[config.mk]
export PLATFORM = sky130hd
export DESIGN_NAME = tpc_timer
export DESIGN_NICKNAME = d
export VERILOG_FILES = /design/src/inc/tpc_pkg.sv /design/src/tpc_channel.sv /design/src/tpc_timer.sv
export SDC_FILE = /design/constraint.sdc
export NUM_CORES = 1
export LEC_CHECK = 0
export ABC_CLOCK_PERIOD_IN_PS = 3930
export BUFFER_PORTS_ARGS = -buffer_cell sky130_fd_sc_hd__buf_2
export CELL_PAD_IN_SITES_DETAIL_PLACEMENT = 2
export CELL_PAD_IN_SITES_GLOBAL_PLACEMENT = 2
export CORE_UTILIZATION = 39
export DETAILED_ROUTE_END_ITERATION = 16
export HOLD_SLACK_MARGIN = 0.08
export PLACE_DENSITY_LB_ADDON = 0.1
export SYNTH_ARGS = -nofsm -noshare
export SYNTH_HDL_FRONTEND = slang
export SYNTH_SLANG_ARGS = --single-unit
[constraint.sdc]
create_clock -name clk -period 3.93 [get_ports clk]
set_input_delay 0.393 -clock clk [delete_from_list [all_inputs] [get_ports clk]]
set_output_delay 0.393 -clock clk [all_outputs]
set_load 0.02 [all_outputs]
[src/inc/tpc_pkg.sv]
`default_nettype none
package tpc_pkg;

    // ****************************************
    // widths and register map
    // ****************************************
    localparam int          ADR_W     = 8;
    localparam int          CNT_W     = 16;
    localparam int          PRE_W     = 7;
    localparam logic [7:0]  ADR_SC    = 8'h00;
    localparam logic [7:0]  ADR_CNT   = 8'h04;
    localparam logic [7:0]  ADR_MOD   = 8'h08;
    localparam logic [7:0]  ADR_CHCTL = 8'h20;
    localparam logic [7:0]  ADR_CHVAL = 8'h40;
    localparam logic [7:0]  ADR_STEP  = 8'h04;

    // ****************************************
    // status/control fields and reset values
    // ****************************************
    localparam int          SC_TOF    = 7;
    localparam int          SC_OVERFLOW_IRQ_ENABLE   = 6;
    localparam int          SC_CENTER_ALIGN_SELECT  = 5;
    localparam int          SC_CLKS   = 3;
    localparam int          SC_PS     = 0;
    localparam int          CH_ELS    = 0;
    localparam int          CH_MS     = 2;
    localparam logic [7:0]  SC_RST    = 8'h00;
    localparam logic [15:0] MOD_RST   = 16'h0000;
    localparam logic [15:0] CNT_ZERO  = 16'h0000;
    localparam logic [15:0] CNT_FREE  = 16'hFFFF;

    // ****************************************
    // encodings
    // ****************************************
    localparam logic [1:0]  CLK_OFF   = 2'h0;
    localparam logic [1:0]  CLK_BUS   = 2'h1;
    localparam logic [1:0]  CLK_FIX   = 2'h2;
    localparam logic [1:0]  CLK_EXT   = 2'h3;
    localparam logic [1:0]  ELS_OFF   = 2'h0;
    localparam logic [1:0]  OC_TOGGLE = 2'h1;
    localparam logic [1:0]  OC_CLEAR  = 2'h2;
    localparam logic [1:0]  OC_SET    = 2'h3;
    localparam logic [1:0]  MS_CAPT   = 2'h0;
    localparam logic [1:0]  MS_COMP   = 2'h1;
    localparam int          CAP_MIN_CYC = 4;

    typedef enum logic [2:0] {FN_OFF, FN_CAPTURE, FN_COMPARE, FN_EPWM, FN_CPWM} tpc_func_t;

    typedef struct packed {
        logic [1:0] mode;
        logic [1:0] els;
    } tpc_chcfg_t;

    typedef struct packed {
        logic [15:0] cnt;
        logic        step;
        logic        upDir;
        logic        center_align_select;
        logic [1:0]  clks;
    } tpc_tmr_t;

endpackage : tpc_pkg
`default_nettype wire

[src/tpc_channel.sv]
`timescale 1ns/1ps
`default_nettype none
module tpc_channel (
    input  wire logic               clk,      // bus clock
    input  wire logic               reset_n,  // async reset
    input  wire tpc_pkg::tpc_tmr_t  tmr,      // counter state
    input  wire tpc_pkg::tpc_chcfg_t cfg,     // channel config
    input  wire logic [15:0]        value,    // compare value
    input  wire logic               blocked,  // pin taken by ext clock
    input  wire logic               pinIn,    // pin level in
    output logic                    pinOut,   // pin level out
    output logic                    pinOe,    // pin drive enable
    output logic                    capture   // capture pulse
);

    typedef struct packed {
        logic [2:0] sync;
        logic       pin;
        logic       oe;
        logic       cap;
    } tpc_ch_state_t;

    tpc_ch_state_t s_q;
    tpc_ch_state_t s_d;
    tpc_pkg::tpc_func_t fn;
    logic rise;
    logic fall;
    logic match;
    logic start;

    function automatic tpc_pkg::tpc_func_t chFunction(tpc_pkg::tpc_chcfg_t c,
                                                     logic cp, logic [1:0] ck);
        if (c.els == tpc_pkg::ELS_OFF || ck == tpc_pkg::CLK_OFF) begin
            return tpc_pkg::FN_OFF;
        end
        if (cp) begin
            return tpc_pkg::FN_CPWM;
        end
        case (c.mode)
            tpc_pkg::MS_CAPT: return tpc_pkg::FN_CAPTURE;
            tpc_pkg::MS_COMP: return tpc_pkg::FN_COMPARE;
            default:          return tpc_pkg::FN_EPWM;
        endcase
    endfunction : chFunction

    always_comb begin
        s_d   = s_q;
        fn    = chFunction(cfg, tmr.center_align_select, tmr.clks);
        // sync[0] feeds sync[1] only; edges are seen between sync[1] and sync[2]
        s_d.sync = {s_q.sync[1:0], pinIn};
        rise  = s_q.sync[1] & ~s_q.sync[2];
        fall  = ~s_q.sync[1] & s_q.sync[2];
        match = tmr.step && (tmr.cnt == value);
        start = tmr.step && (tmr.cnt == tpc_pkg::CNT_ZERO);
        s_d.cap = 1'b0;
        case (fn)
            tpc_pkg::FN_CAPTURE: begin
                s_d.cap = ~blocked & ((cfg.els[0] & rise) | (cfg.els[1] & fall));
            end
            tpc_pkg::FN_COMPARE: begin
                // pin keeps its old level until the first match
                if (match) begin
                    case (cfg.els)
                        tpc_pkg::OC_TOGGLE: s_d.pin = ~s_q.pin;
                        tpc_pkg::OC_CLEAR:  s_d.pin = 1'b0;
                        tpc_pkg::OC_SET:    s_d.pin = 1'b1;
                        default:            s_d.pin = s_q.pin;
                    endcase
                end
            end
            tpc_pkg::FN_EPWM: begin
                if (match) begin
                    s_d.pin = cfg.els[0];
                end else if (start) begin
                    s_d.pin = ~cfg.els[0];
                end
            end
            tpc_pkg::FN_CPWM: begin
                if (match) begin
                    s_d.pin = tmr.upDir ? cfg.els[0] : ~cfg.els[0];
                end
            end
            default: begin
                s_d.pin = s_q.pin;
            end
        endcase
        s_d.oe = ~blocked && (fn != tpc_pkg::FN_OFF) && (fn != tpc_pkg::FN_CAPTURE);
    end

    always_ff @(posedge clk or negedge reset_n) begin
        if (!reset_n) begin
            s_q <= '0;
        end else begin
            s_q <= s_d;
        end
    end

    assign pinOut  = s_q.pin;
    assign pinOe   = s_q.oe;
    assign capture = s_q.cap;

    pin_release_a: assert property (@(posedge clk) disable iff (!reset_n)
        (cfg.els == tpc_pkg::ELS_OFF || tmr.clks == tpc_pkg::CLK_OFF) |=> !pinOe)
        else $error("channel drives pin while released");
    epwm_start_a: assert property (@(posedge clk) disable iff (!reset_n)
        (fn == tpc_pkg::FN_EPWM && cfg.els == 2'h2 && start && !match) |=> pinOut)
        else $error("pwm pin not high at period start");
    cap_edge_a: assert property (@(posedge clk) disable iff (!reset_n)
        (fn == tpc_pkg::FN_CAPTURE && !blocked && cfg.els == 2'h1 && rise) |=> capture)
        else $error("rising edge not captured");
    oc_hold_a: assert property (@(posedge clk) disable iff (!reset_n)
        (fn == tpc_pkg::FN_COMPARE && !match) |=> $stable(pinOut))
        else $error("compare pin moved without match");
    cpwm_drive_a: assert property (@(posedge clk) disable iff (!reset_n)
        (fn == tpc_pkg::FN_CPWM && !blocked) |=> pinOe)
        else $error("center pwm pin not driven");

endmodule : tpc_channel
`default_nettype wire

[src/tpc_timer.sv]
//
// Contract
// - ext clock on a shared pin stops that channel's pin I/O; timer use stays
// - channel releases pin when edge/level bits zero or clock source off
// - center-align set: every enabled channel drives center-aligned PWM
// - mode 0:0 is edge capture; edge/level bits choose rising, falling, either
// - capture input synchronised; four-cycle pulses always seen
// - mode 0:1 output compare toggles, clears or sets pin on match
// - toggle keeps previous pin level until first compare match
// - edge PWM B=1 A=0: high at count zero, low on match
// - edge PWM A=1: low at count zero, high on match
// - center PWM B=1 A=0: match clears counting up, sets counting down
// - center PWM A=1: match sets counting up, clears counting down
// - overflow flag bit 7 sets when counter wraps to zero after modulo
// - flag clears by reading it set, then writing zero to it
// - overflow during clearing restarts the sequence; flag stays set
// - writing one to flag ignored; reset zeroes all control fields
// - interrupt request while flag and enable bit 6 both set
// - bit 5 selects up counting or up/down center-aligned counting
// - bits 4-3 select stopped, bus, fixed or external clock
// - prescale bits 2-0 follow clock select; new value acts next cycle
// - prescale codes 0 to 7 divide by 1 to 128 in powers of two
// - up counting resumes from zero after reaching modulo
// - center mode counts up to modulo then down to zero
//
`timescale 1ns/1ps
`default_nettype none
module tpc_timer #(
    parameter int NCH      = 8,  // channel count, 1 to 8
    parameter int EXT_CHAN = 0   // channel sharing the ext clock pin
) (
    input  wire logic             clk,         // bus clock, 20 MHz
    input  wire logic             reset_n,     // async reset
    input  wire logic             cyc_i,       // wishbone cycle
    input  wire logic             stb_i,       // wishbone strobe
    input  wire logic             we_i,        // wishbone write
    input  wire logic [7:0]       adr_i,       // byte address
    input  wire logic [3:0]       sel_i,       // byte enables
    input  wire logic [31:0]      dat_i,       // write data
    output logic      [31:0]      dat_o,       // read data
    output logic                  ack_o,       // acknowledge
    input  wire logic             fixedClkIn,  // fixed-frequency clock
    input  wire logic             extClkPin,   // external clock pin
    input  wire logic [NCH-1:0]   chPinIn,     // channel pin levels
    output logic      [NCH-1:0]   chPinOut,    // channel pin drive
    output logic      [NCH-1:0]   chPinOe,     // channel pin enable
    output logic                  overflowIrq  // overflow request
);

    // ****************************************
    // state
    // ****************************************
    typedef struct packed {
        logic                               ack;
        logic [31:0]                        rdat;
        logic [7:0]                         sc;
        logic                               tofArm;
        logic                               irq;
        logic [15:0]                        cnt;
        logic                               upDir;
        logic                               step;
        logic [15:0]                        mod;
        logic [tpc_pkg::PRE_W-1:0]          pre;
        logic [2:0]                         fixSync;
        logic [2:0]                         extSync;
        logic [NCH-1:0][3:0]                chCfg;
        logic [NCH-1:0][15:0]               chVal;
    } tpc_state_t;

    tpc_state_t               s_q;
    tpc_state_t               s_d;
    logic                     acc;
    logic                     wr;
    logic                     rd;
    logic                     srcTick;
    logic                     tmrTick;
    logic                     ovf;
    logic                     cntWr;
    logic [15:0]              top;
    logic [NCH-1:0]           capStb;
    logic [NCH-1:0]           blocked;
    tpc_pkg::tpc_tmr_t        tmr;

    // ****************************************
    // helpers
    // ****************************************
    function automatic logic [15:0] mergeHalf(logic [15:0] old, logic [31:0] d,
                                              logic [3:0] be);
        return {be[1] ? d[15:8] : old[15:8], be[0] ? d[7:0] : old[7:0]};
    endfunction : mergeHalf

    function automatic logic [tpc_pkg::PRE_W-1:0] divLimit(logic [2:0] ps);
        return 7'h7F >> (3'h7 - ps);
    endfunction : divLimit

    function automatic logic [7:0] chAdr(logic [7:0] base, int idx);
        return base + 8'(idx * tpc_pkg::ADR_STEP);
    endfunction : chAdr

    // ****************************************
    // next state
    // ****************************************
    always_comb begin
        s_d     = s_q;
        acc     = cyc_i && stb_i && !s_q.ack;
        wr      = acc && we_i;
        rd      = acc && !we_i;
        s_d.ack = acc;
        cntWr   = wr && (adr_i == tpc_pkg::ADR_CNT);
        ovf     = 1'b0;
        tmrTick = 1'b0;

        // clock source; first sync stages feed only the second ones
        s_d.fixSync = {s_q.fixSync[1:0], fixedClkIn};
        s_d.extSync = {s_q.extSync[1:0], extClkPin};
        case (s_q.sc[tpc_pkg::SC_CLKS +: 2])
            tpc_pkg::CLK_BUS: srcTick = 1'b1;
            tpc_pkg::CLK_FIX: srcTick = s_q.fixSync[1] & ~s_q.fixSync[2];
            tpc_pkg::CLK_EXT: srcTick = s_q.extSync[1] & ~s_q.extSync[2];
            default:          srcTick = 1'b0;
        endcase

        // prescaler reads the live field, so a new value counts next cycle
        if (s_q.sc[tpc_pkg::SC_CLKS +: 2] == tpc_pkg::CLK_OFF) begin
            s_d.pre = '0;
        end else if (srcTick) begin
            if (s_q.pre >= divLimit(s_q.sc[tpc_pkg::SC_PS +: 3])) begin
                s_d.pre = '0;
                tmrTick = 1'b1;
            end else begin
                s_d.pre = s_q.pre + 7'h01;
            end
        end

        // counter; a modulo of zero runs free over the full range
        top      = (s_q.mod == tpc_pkg::MOD_RST) ? tpc_pkg::CNT_FREE : s_q.mod;
        s_d.step = 1'b0;
        if (!s_q.sc[tpc_pkg::SC_CENTER_ALIGN_SELECT]) begin
            s_d.upDir = 1'b1;
        end
        if (tmrTick) begin
            s_d.step = 1'b1;
            if (!s_q.sc[tpc_pkg::SC_CENTER_ALIGN_SELECT]) begin
                if (s_q.cnt >= top) begin
                    s_d.cnt = tpc_pkg::CNT_ZERO;
                    ovf     = 1'b1;
                end else begin
                    s_d.cnt = s_q.cnt + 16'h0001;
                end
            end else if (s_q.upDir) begin
                if (s_q.cnt >= top) begin
                    s_d.upDir = 1'b0;
                    s_d.cnt   = s_q.cnt - 16'h0001;
                end else begin
                    s_d.cnt = s_q.cnt + 16'h0001;
                end
            end else begin
                if (s_q.cnt == tpc_pkg::CNT_ZERO) begin
                    s_d.upDir = 1'b1;
                    s_d.cnt   = s_q.cnt + 16'h0001;
                end else begin
                    s_d.cnt = s_q.cnt - 16'h0001;
                    ovf     = (s_q.cnt == 16'h0001);
                end
            end
        end
        if (cntWr) begin
            // any write restarts the count and the prescaler, and raises no overflow
            s_d.cnt   = tpc_pkg::CNT_ZERO;
            s_d.pre   = '0;
            s_d.upDir = 1'b1;
            s_d.step  = 1'b0;
            ovf       = 1'b0;
        end

        // register writes
        if (wr && sel_i[0] && adr_i == tpc_pkg::ADR_SC) begin
            s_d.sc[6:0] = dat_i[6:0];
            if (s_q.tofArm && !dat_i[tpc_pkg::SC_TOF]) begin
                s_d.sc[tpc_pkg::SC_TOF] = 1'b0;
            end
            s_d.tofArm = 1'b0;
        end
        if (wr && adr_i == tpc_pkg::ADR_MOD) begin
            s_d.mod = mergeHalf(s_q.mod, dat_i, sel_i);
        end
        for (int i = 0; i < NCH; i++) begin
            if (wr && sel_i[0] && adr_i == chAdr(tpc_pkg::ADR_CHCTL, i)) begin
                s_d.chCfg[i] = dat_i[3:0];
            end
            if (wr && adr_i == chAdr(tpc_pkg::ADR_CHVAL, i)) begin
                s_d.chVal[i] = mergeHalf(s_q.chVal[i], dat_i, sel_i);
            end
            if (capStb[i]) begin
                s_d.chVal[i] = s_q.cnt;
            end
        end

        // reading the flag while set arms the clear
        if (rd && adr_i == tpc_pkg::ADR_SC && s_q.sc[tpc_pkg::SC_TOF]) begin
            s_d.tofArm = 1'b1;
        end
        // an overflow wins over a clear and restarts the sequence
        if (ovf) begin
            s_d.sc[tpc_pkg::SC_TOF] = 1'b1;
            s_d.tofArm              = 1'b0;
        end
        s_d.irq = s_d.sc[tpc_pkg::SC_TOF] & s_d.sc[tpc_pkg::SC_OVERFLOW_IRQ_ENABLE];

        // read data; unmapped addresses answer zero
        s_d.rdat = 32'h0000_0000;
        if (rd) begin
            case (adr_i)
                tpc_pkg::ADR_SC:  s_d.rdat = 32'(s_q.sc);
                tpc_pkg::ADR_CNT: s_d.rdat = 32'(s_q.cnt);
                tpc_pkg::ADR_MOD: s_d.rdat = 32'(s_q.mod);
                default: begin
                    for (int i = 0; i < NCH; i++) begin
                        if (adr_i == chAdr(tpc_pkg::ADR_CHCTL, i)) begin
                            s_d.rdat = 32'(s_q.chCfg[i]);
                        end
                        if (adr_i == chAdr(tpc_pkg::ADR_CHVAL, i)) begin
                            s_d.rdat = 32'(s_q.chVal[i]);
                        end
                    end
                end
            endcase
        end
    end

    always_ff @(posedge clk or negedge reset_n) begin
        if (!reset_n) begin
            s_q        <= '0;
            s_q.sc     <= tpc_pkg::SC_RST;
            s_q.mod    <= tpc_pkg::MOD_RST;
            s_q.upDir  <= 1'b1;
        end else begin
            s_q <= s_d;
        end
    end

    // ****************************************
    // channels
    // ****************************************
    assign tmr = '{cnt:   s_q.cnt,
                   step:  s_q.step,
                   upDir: s_q.upDir,
                   center_align_select: s_q.sc[tpc_pkg::SC_CENTER_ALIGN_SELECT],
                   clks:  s_q.sc[tpc_pkg::SC_CLKS +: 2]};

    generate
        for (genvar g = 0; g < NCH; g++) begin : g_ch
            // the pin doubles as clock input; timer use without the pin stays
            assign blocked[g] = (g == EXT_CHAN) && (tmr.clks == tpc_pkg::CLK_EXT);
            tpc_channel u_ch (
                .clk     (clk),
                .reset_n (reset_n),
                .tmr     (tmr),
                .cfg     (s_q.chCfg[g]),
                .value   (s_q.chVal[g]),
                .blocked (blocked[g]),
                .pinIn   (chPinIn[g]),
                .pinOut  (chPinOut[g]),
                .pinOe   (chPinOe[g]),
                .capture (capStb[g])
            );
        end
    endgenerate

    assign dat_o       = s_q.rdat;
    assign ack_o       = s_q.ack;
    assign overflowIrq = s_q.irq;

    // ****************************************
    // checks
    // ****************************************
    ack_single_a: assert property (@(posedge clk) disable iff (!reset_n)
        (cyc_i && stb_i && !ack_o) |=> ack_o ##1 !ack_o)
        else $error("ack not a single cycle");
    tof_set_a: assert property (@(posedge clk) disable iff (!reset_n)
        ovf |=> s_q.sc[tpc_pkg::SC_TOF])
        else $error("overflow did not set flag");
    tof_noarm_a: assert property (@(posedge clk) disable iff (!reset_n)
        (s_q.sc[tpc_pkg::SC_TOF] && !s_q.tofArm) |=> s_q.sc[tpc_pkg::SC_TOF])
        else $error("flag cleared without prior read");
    tof_race_a: assert property (@(posedge clk) disable iff (!reset_n)
        (ovf && wr && adr_i == tpc_pkg::ADR_SC) |=> s_q.sc[tpc_pkg::SC_TOF] && !s_q.tofArm)
        else $error("overflow lost during clear");
    irq_req_a: assert property (@(posedge clk) disable iff (!reset_n)
        $rose(s_q.sc[tpc_pkg::SC_TOF]) && s_q.sc[tpc_pkg::SC_OVERFLOW_IRQ_ENABLE] |-> overflowIrq)
        else $error("interrupt request missing");
    cnt_stop_a: assert property (@(posedge clk) disable iff (!reset_n)
        (tmr.clks == tpc_pkg::CLK_OFF && !cntWr) |=> $stable(s_q.cnt))
        else $error("counter ran with clock off");
    up_wrap_a: assert property (@(posedge clk) disable iff (!reset_n)
        (tmrTick && !tmr.center_align_select && !cntWr && s_q.cnt == top) |=> s_q.cnt == 16'h0000)
        else $error("counter did not wrap at modulo");
    cpwm_turn_a: assert property (@(posedge clk) disable iff (!reset_n)
        (tmrTick && tmr.center_align_select && !cntWr && s_q.upDir && s_q.cnt == top) |=> !s_q.upDir)
        else $error("counter did not turn at modulo");
    div_two_a: assert property (@(posedge clk) disable iff (!reset_n)
        (tmr.clks == tpc_pkg::CLK_BUS && s_q.sc[2:0] == 3'h1 && tmrTick)
        |=> !tmrTick)
        else $error("divide by two ticked twice");
    tof_clear_a: assert property (@(posedge clk) disable iff (!reset_n)
        (wr && sel_i[0] && adr_i == tpc_pkg::ADR_SC && s_q.tofArm
            && !dat_i[tpc_pkg::SC_TOF] && !ovf) |=> !s_q.sc[tpc_pkg::SC_TOF])
        else $error("armed clear did not clear flag");
    tof_arm_a: assert property (@(posedge clk) disable iff (!reset_n)
        (rd && adr_i == tpc_pkg::ADR_SC && s_q.sc[tpc_pkg::SC_TOF] && !ovf) |=> s_q.tofArm)
        else $error("flag read did not arm clear");
    tof_one_a: assert property (@(posedge clk) disable iff (!reset_n)
        (wr && sel_i[0] && adr_i == tpc_pkg::ADR_SC && !s_q.sc[tpc_pkg::SC_TOF] && !ovf)
        |=> !s_q.sc[tpc_pkg::SC_TOF])
        else $error("writing one set the flag");
    irq_level_a: assert property (@(posedge clk) disable iff (!reset_n)
        overflowIrq == (s_q.sc[tpc_pkg::SC_TOF] && s_q.sc[tpc_pkg::SC_OVERFLOW_IRQ_ENABLE]))
        else $error("interrupt request not flag and enable");
    up_step_a: assert property (@(posedge clk) disable iff (!reset_n)
        (tmrTick && !tmr.center_align_select && !cntWr && s_q.cnt < top)
        |=> s_q.cnt == $past(s_q.cnt) + 16'h0001)
        else $error("up count did not step by one");
    cpwm_up_a: assert property (@(posedge clk) disable iff (!reset_n)
        (tmrTick && tmr.center_align_select && !cntWr && !s_q.upDir && s_q.cnt == tpc_pkg::CNT_ZERO)
        |=> s_q.upDir)
        else $error("counter did not turn at zero");
    bus_tick_a: assert property (@(posedge clk) disable iff (!reset_n)
        (tmr.clks == tpc_pkg::CLK_BUS && s_q.sc[tpc_pkg::SC_PS +: 3] == 3'h0) |-> tmrTick)
        else $error("bus clock undivided did not tick");
    clk_off_a: assert property (@(posedge clk) disable iff (!reset_n)
        (tmr.clks == tpc_pkg::CLK_OFF) |-> !tmrTick)
        else $error("tick with clock off");
    ext_tick_a: assert property (@(posedge clk) disable iff (!reset_n)
        (tmr.clks == tpc_pkg::CLK_EXT && srcTick) |=> (tmr.clks != tpc_pkg::CLK_EXT || !srcTick))
        else $error("external tick longer than one cycle");
    ovf_zero_a: assert property (@(posedge clk) disable iff (!reset_n)
        ovf |=> s_q.cnt == tpc_pkg::CNT_ZERO)
        else $error("overflow without return to zero");
    ext_block_a: assert property (@(posedge clk) disable iff (!reset_n)
        (tmr.clks == tpc_pkg::CLK_EXT) |=> !chPinOe[EXT_CHAN])
        else $error("shared pin driven under external clock");
    dat_zero_a: assert property (@(posedge clk) disable iff (!reset_n)
        !ack_o |-> dat_o == 32'h0000_0000)
        else $error("read data outside ack cycle");

endmodule : tpc_timer
`default_nettype wire

==> impl_metrics.csv, run 1 <==
group,metric,value,unit
status,outcome,"completed",
setup_path,required,4.37,ns
routing,vias,14456,
die,ios,109,
layout,num-nets-final,1907,
sta,setup_viol,0,
layout,layout_common_cells,"dfrtp_1, nand2_1, o21ai_0, mux2i_1, xnor2_1",
routing,routedWlPerCell,26.69,um
layout,multi_input_area,9011,um^2
synthesis,syn_area_per_cell,9.375,um^2
synthesis,async_reset_ff_share,100.0,%
sta,drv_slew,0,
placement,io_buffer_count,74,
clock_network,cts.path.max_buffers,3,
sta,finalClockSkew,0.01800,ns
routing,drt-vias-per-instance,5.956,
synthesis,synth-edff-count,0,
power_and_ir_drop,power_density,368.5,nW/um^2
sta,hold_ws,0.1358,ns
clock_network,numCtsBuffers,35,
synthesis,ys_top_cells_by_area,"dfrtp_1, mux2i_1, xnor2_1",
synthesis,synth_warnings,0,
synthesis,yosysTopAreaCell,"dfrtp_1",
setup_path,critPathLaunchType,"register",
clock_network,clk_pin_slew,0.06,ns
global_routing,grtUsageTotal,29.81,%
setup_path,rr_endpoint,"s_q[199]$_DFFE_PN0P_",
setup_path,critical_path.max_fanout,11,
global_routing,grt_max_degree,76,
power_and_ir_drop,worst_ir_drop_vdd,341.0,uV
layout,layout_commonest_cell,"dfrtp_1",
layout,n_fill_cell,4594,
die,rows,76,
routing,drc,0,
setup_path,path_class,"register to register",
setup_path,end_kind,"register",
clock_network,cts.root.buffer_cell,"clkbuf_16",
sta,period_needed,3.660,ns
sta,worst_slew_pin_slew,1.252,ns
global_routing,grt_pass1_vias,15822,
layout,area_growth,11.79,%
layout,layout.area.seq,7058,um^2
placement,gp_congestion,0.8494,
synthesis,ys_seq_elements,282,
min_path,hp-start,"stb_i",
die,die_area,44520,um^2
global_routing,grt_pass1_wl,99860,um
placement,dp_hpwl,46440,um
synthesis,yosysSeqAreaShare,41.44,%
min_path,hold_path.class,"primary input to register",
min_path,holdPathStages,3,
power_and_ir_drop,leakage,0.007967,uW
synthesis,ys_types,83,
sta,max_slew_margin,16.52,%
die,core,43080,um^2
sta,hold_violations,0,
routing,wl,64770,um
synthesis,synth_top_area_share,41.28,%
min_path,whs_endpoint,"ack_o$_DFF_PN0_",
clock_network,clk_latency,0.56,ns
layout,antenna_cells,0,
sta,setup_tns,0,ns
clock_network,h-tree-depth,2,
die,floorplan.die.height,211.0,um
die,die_w,211.0,um
synthesis,synth_flop_cell,"dfrtp_1",
layout,final_area,19040,um^2
routing,initialDrtViolationCount,990,
setup_path,ff2ff_setup_slack,0.27,ns
routing,ant_nets,0,
clock_network,cts_tree,"built",
clock_network,cts.sinks,282,
global_routing,grt.overflow.total,0,
setup_path,timing.rr.start,"s_q[175]$_DFFE_PN0P_",
synthesis,netlist_instances,1817,
synthesis,syn_area,17030,um^2
global_routing,grt_antenna_before_repair,0,
die,initial_core_util,39.54,%
sta,post-route-period-util,93.13,%
routing,drt-pass1-iter-count,5,
setup_path,critPathArrivalTime,4.10,ns
power_and_ir_drop,power,7017,uW
placement,placed_area,17740,um^2
setup_path,rr_worst_depth,13,
sta,max_freq,273.2,MHz
run,maxCapViolCount,0,
layout,drive_above_1_share,14.88,%
[sequential cells by signal, summed over array words and instances (netlist names)]
| signal | flops |
|---|---|
| s_q | 212 |
| dat_o | 16 |
| g_ch.u_ch.s_d | 16 |
| g_ch.u_ch.capture | 8 |
| g_ch.u_ch.pinOe | 8 |
| g_ch.u_ch.pinOut | 8 |
| g_ch.u_ch.s_q | 8 |
| s_d | 4 |
| ack_o | 1 |
| overflowIrq | 1 |
[how the worst max path moves through the flow]
stage / startpoint / end / slack (ns) / cells past startpoint
after floorplan: s_q[175]$_DFFE_PN0P_ / s_q[194]$_DFFE_PN0P_ / 0.53 / 14
after global placement: s_q[183]$_DFFE_PN0P_ / s_q[204]$_DFFE_PN0P_ / 0.21 / 12
after detailed placement: s_q[175]$_DFFE_PN0P_ / s_q[205]$_DFFE_PN0P_ / 0.07 / 12
after CTS: s_q[175]$_DFFE_PN0P_ / s_q[205]$_DFFE_PN0P_ / 0.02 / 12
after global routing: s_q[188]$_DFFE_PN0P_ / s_q[199]$_DFFE_PN0P_ / -0.003 / 13
final: s_q[175]$_DFFE_PN0P_ / s_q[199]$_DFFE_PN0P_ / 0.27 / 13
[stage by stage]
| step | instances | setup slack, ns | util [%] |
|---|---|---|---|
| floorplan | 1832 | 0.5252 | - |
| detailed placement | 2357 | 0.07198 | 41.18 |
| CTS | 2427 | 0.01549 | 44.18 |
| global route | 2427 | -0.003494 | 44.21 |
| finish | 2427 | 0.2700 | 44.21 |
| global placement | 2357 | 0.2080 | 41.18 |
[cell usage after synthesis, drive strengths merged, types with 5 or more instances]
cell type and count:
a211oi 7, a21oi 72, a221oi 16, a222oi 11, a22oi 61, a31oi 29
and3 15, buf 104, clkbuf 90, dfrtp 281, ha 28, inv 24
mux2 63, mux2i 138, nand2 215, nand2b 11, nand3 30, nand4 22
nor2 86, nor2b 13, nor3 32, nor4 31, nor4b 5, o21ai 187
o22ai 11, or3 6, or4 7, xnor2 112, xor2 35
[cells by family (layout without fill, tap and decap cells)]
kind of cell	after synthesis	in the layout	synth area share [%]
simple gates	499	499	14.66
compound gates	440	440	15.90
flops	282	282	41.44
buf+inv	219	229	6.097
mux	201	201	12.27
xor+xnor	147	147	7.558
fa+ha+maj	28	28	2.057
other cells	1	16	0.02202
[worst max-delay path: stages (launching register included)]
cell and delay [ns]:
dfrtp_1 0.43, nor4_1 0.32, and4_1 0.25, buf_4 0.15
nor2_1 0.05, ha_1 0.33, nand4_1 0.17, nor3_1 0.22
o21ai_0 0.22, o21a_1 0.28, buf_4 0.20, a21oi_1 0.52
a32oi_1 0.12, o311ai_1 0.28
[cell type report]
type                    count  area share [%]
repair buffers            145           5.073
clock buffers              51           5.506
multi-input cells        1331           47.32
well taps                 585           3.844
flip-flops and latches    282           37.07
inverters                  25          0.4928
clock inverters             8          0.6965
[repair_timing]
action / in CTS / in global routing
gates resized for setup: 0 / 2
setup buffers: 0 / 0
endpoints found under the hold margin: 80 / 0
endpoints found under the setup margin: 0 / 7
hold buffers: 11 / 0
[power by group]
part | leakage (uW) | switching (uW) | internal [uW]
clock network | 0.000579 | 1340 | 2050
logic | 0.00353 | 441 | 212
registers | 0.00386 | 33.0 | 2940
[layer usage]
| layer | part of all wire (%) | global-route usage (%) |
|---|---|---|
| met1 | 44 | 39.72 |
| met2 | 48 | 49.75 |
| met3 | 3.8 | 3.613 |
| met4 | 3.5 | 10.57 |
| met5 | 0 | 0 |
No activity file was read; power rests on OpenSTA's default activity.
==> run 2, diff against run 1 <==
CELL_PAD_IN_SITES_DETAIL_PLACEMENT = 0   (was 2)
CELL_PAD_IN_SITES_GLOBAL_PLACEMENT = 1   (was 2)
CORE_UTILIZATION = 40   (was 39)
CTS_CLUSTER_DIAMETER = 80   (was default)
SKIP_CTS_REPAIR_TIMING = 1   (was default)
==> run 2 against run 1 <==
Net effect:
- final cell count fell by 1.4%
- core utilization up 1.2 points
- flip-flop and latch count is the same
- largest cell class unchanged
==> impl_metrics.csv, run 2 (same netlist as run 1, synthesis figures left out) <==
group,metric,value,unit
global_routing,grt_pass1_vias,13717,
run,maxCapViolCount,0,
min_path,hold_path.class,"primary input to register",
sta,max_slew_margin,13.55,%
min_path,whs_endpoint,"ack_o$_DFF_PN0_",
routing,drc,0,
setup_path,ff2ff_setup_slack,0.33,ns
sta,worst_slew_pin_slew,1.297,ns
placement,io_buffer_count,74,
power_and_ir_drop,leakage,0.008019,uW
power_and_ir_drop,power_density,368.5,nW/um^2
setup_path,path_class,"register to register",
setup_path,rr_endpoint,"s_q[199]$_DFFE_PN0P_",
status,outcome,"completed",
routing,initialDrtViolationCount,1151,
layout,final_area,19060,um^2
layout,layout_commonest_cell,"dfrtp_1",
sta,drv_slew,0,
die,ios,109,
routing,vias,13827,
setup_path,required,4.37,ns
layout,largest_reg_flops,212,
setup_path,timing.rr.start,"s_q[175]$_DFFE_PN0P_",
setup_path,critPathArrivalTime,4.04,ns
die,rows,75,
layout,top_register,"s_q",
clock_network,cts_tree,"built",
routing,ant_nets,0,
placement,dpl.cell_count,2319,
layout,fin_cells,2393,
clock_network,clk_pin_slew,0.06,ns
routing,drt-pass1-iter-count,5,
sta,post-route-period-util,91.69,%
die,die_area,43410,um^2
die,initial_core_util,40.61,%
power_and_ir_drop,worst_ir_drop_vdd,316.7,uV
clock_network,clk_latency,0.56,ns
sta,rsz0062_at_grt,"no",
layout,drive_above_1_share,15.26,%
placement,dp_hpwl,41160,um
layout,antenna_cells,0,
setup_path,end_kind,"register",
min_path,holdPathStages,3,
die,die_w,208.4,um
routing,wl,57080,um
setup_path,rr_worst_depth,13,
clock_network,cts.root.buffer_cell,"clkbuf_16",
placement,gp_congestion,0.8836,
clock_network,h-tree-depth,2,
die,core,41950,um^2
placement,placed_area,17730,um^2
sta,finalClockSkew,0.02265,ns
layout,layout_common_cells,"dfrtp_1, nand2_1, o21ai_0, mux2i_1, xnor2_1",
routing,routedWlPerCell,23.85,um
sta,worst_slack,0.3267,ns
clock_network,cts.path.max_buffers,3,
sta,setup_tns,0,ns
sta,setup_viol,0,
setup_path,critical_path.max_fanout,11,
die,floorplan.die.height,208.4,um
setup_path,critPathLaunchType,"register",
placement,pre_cts_ws,0.1549,ns
sta,hold_ws,0.1562,ns
clock_network,cts.sinks,282,
clock_network,numCtsBuffers,37,
sta,max_freq,277.5,MHz
global_routing,grtUsageTotal,26.49,%
sta,period_needed,3.603,ns
layout,num-nets-final,1917,
layout,area_growth,11.87,%
global_routing,grt_pass1_wl,87260,um
min_path,hp-start,"stb_i",
global_routing,grt_antenna_before_repair,0,
routing,drt-vias-per-instance,5.778,
sta,hold_violations,0,
global_routing,grt_max_degree,87,
global_routing,grt.overflow.total,0,
run 2: cell types whose count changed in the layout (fill, tap and decap cells not counted), sizes merged:
| cell | before | now |
|---|---|---|
| buf | 134 | 142 |
| clkbuf | 51 | 56 |
| clkinv | 4 | 6 |
| bufinv | 3 | 2 |
| clkinvlp | 1 | 0 |
| inv | 25 | 24 |
run 2: per-layer routing:
layer  vias up  global-route usage [%]  wire, um  part of all wire (%)
li1       6491                       -         -                     -
met1      6927                   37.55     26820                    47
met2       331                   42.38     26560                    47
met3        78                   2.551      2149                   3.8
met4         0                   8.659      1552                   2.7
met5         -                       0         0                     0
run 2: final cells by class:
type	instances	area, um^2
clock inverter	7	100.1
timing repair buffer	153	1013
sequential	282	7058
inverter	25	93.84
clock buffer	56	1109
fill	4033	22890
multi-input combinational	1331	9007
tap	539	674.4
run 2: critical path: stages, from the launching register on:
cell and delay, ns:
dfrtp_1 0.43, nor4_1 0.33, and4_1 0.29, buf_4 0.17
nor2_1 0.05, ha_1 0.33, nand4_1 0.13, nor3_1 0.20
o21ai_0 0.21, o21a_1 0.27, buf_4 0.20, a21oi_1 0.51
a32oi_1 0.12, o311ai_1 0.24
run 2: worst max-delay path by stage:
stage	from	end	slack [ns]
after floorplan	s_q[175]$_DFFE_PN0P_	s_q[194]$_DFFE_PN0P_	0.53
after global placement	s_q[183]$_DFFE_PN0P_	s_q[204]$_DFFE_PN0P_	0.22
after detailed placement	s_q[183]$_DFFE_PN0P_	s_q[204]$_DFFE_PN0P_	0.15
after CTS	s_q[175]$_DFFE_PN0P_	s_q[204]$_DFFE_PN0P_	0.11
after global routing	s_q[175]$_DFFE_PN0P_	s_q[199]$_DFFE_PN0P_	0.07
final	s_q[175]$_DFFE_PN0P_	s_q[199]$_DFFE_PN0P_	0.33
run 2: where the power goes:
part           total [uW]  internal (uW)  switching, uW
Sequential           2980           2940           37.8
Combinational         620            209            410
Clock                3420           2070           1350
run 2: through the flow:
stage | power (uW) | utilization (%)
after floorplan | 3402 | -
after global placement | 3636 | 42.27
after detailed placement | 3641 | 42.27
after CTS | 7087 | 45.15
after global routing | 7254 | 45.43
final | 7022 | 45.43
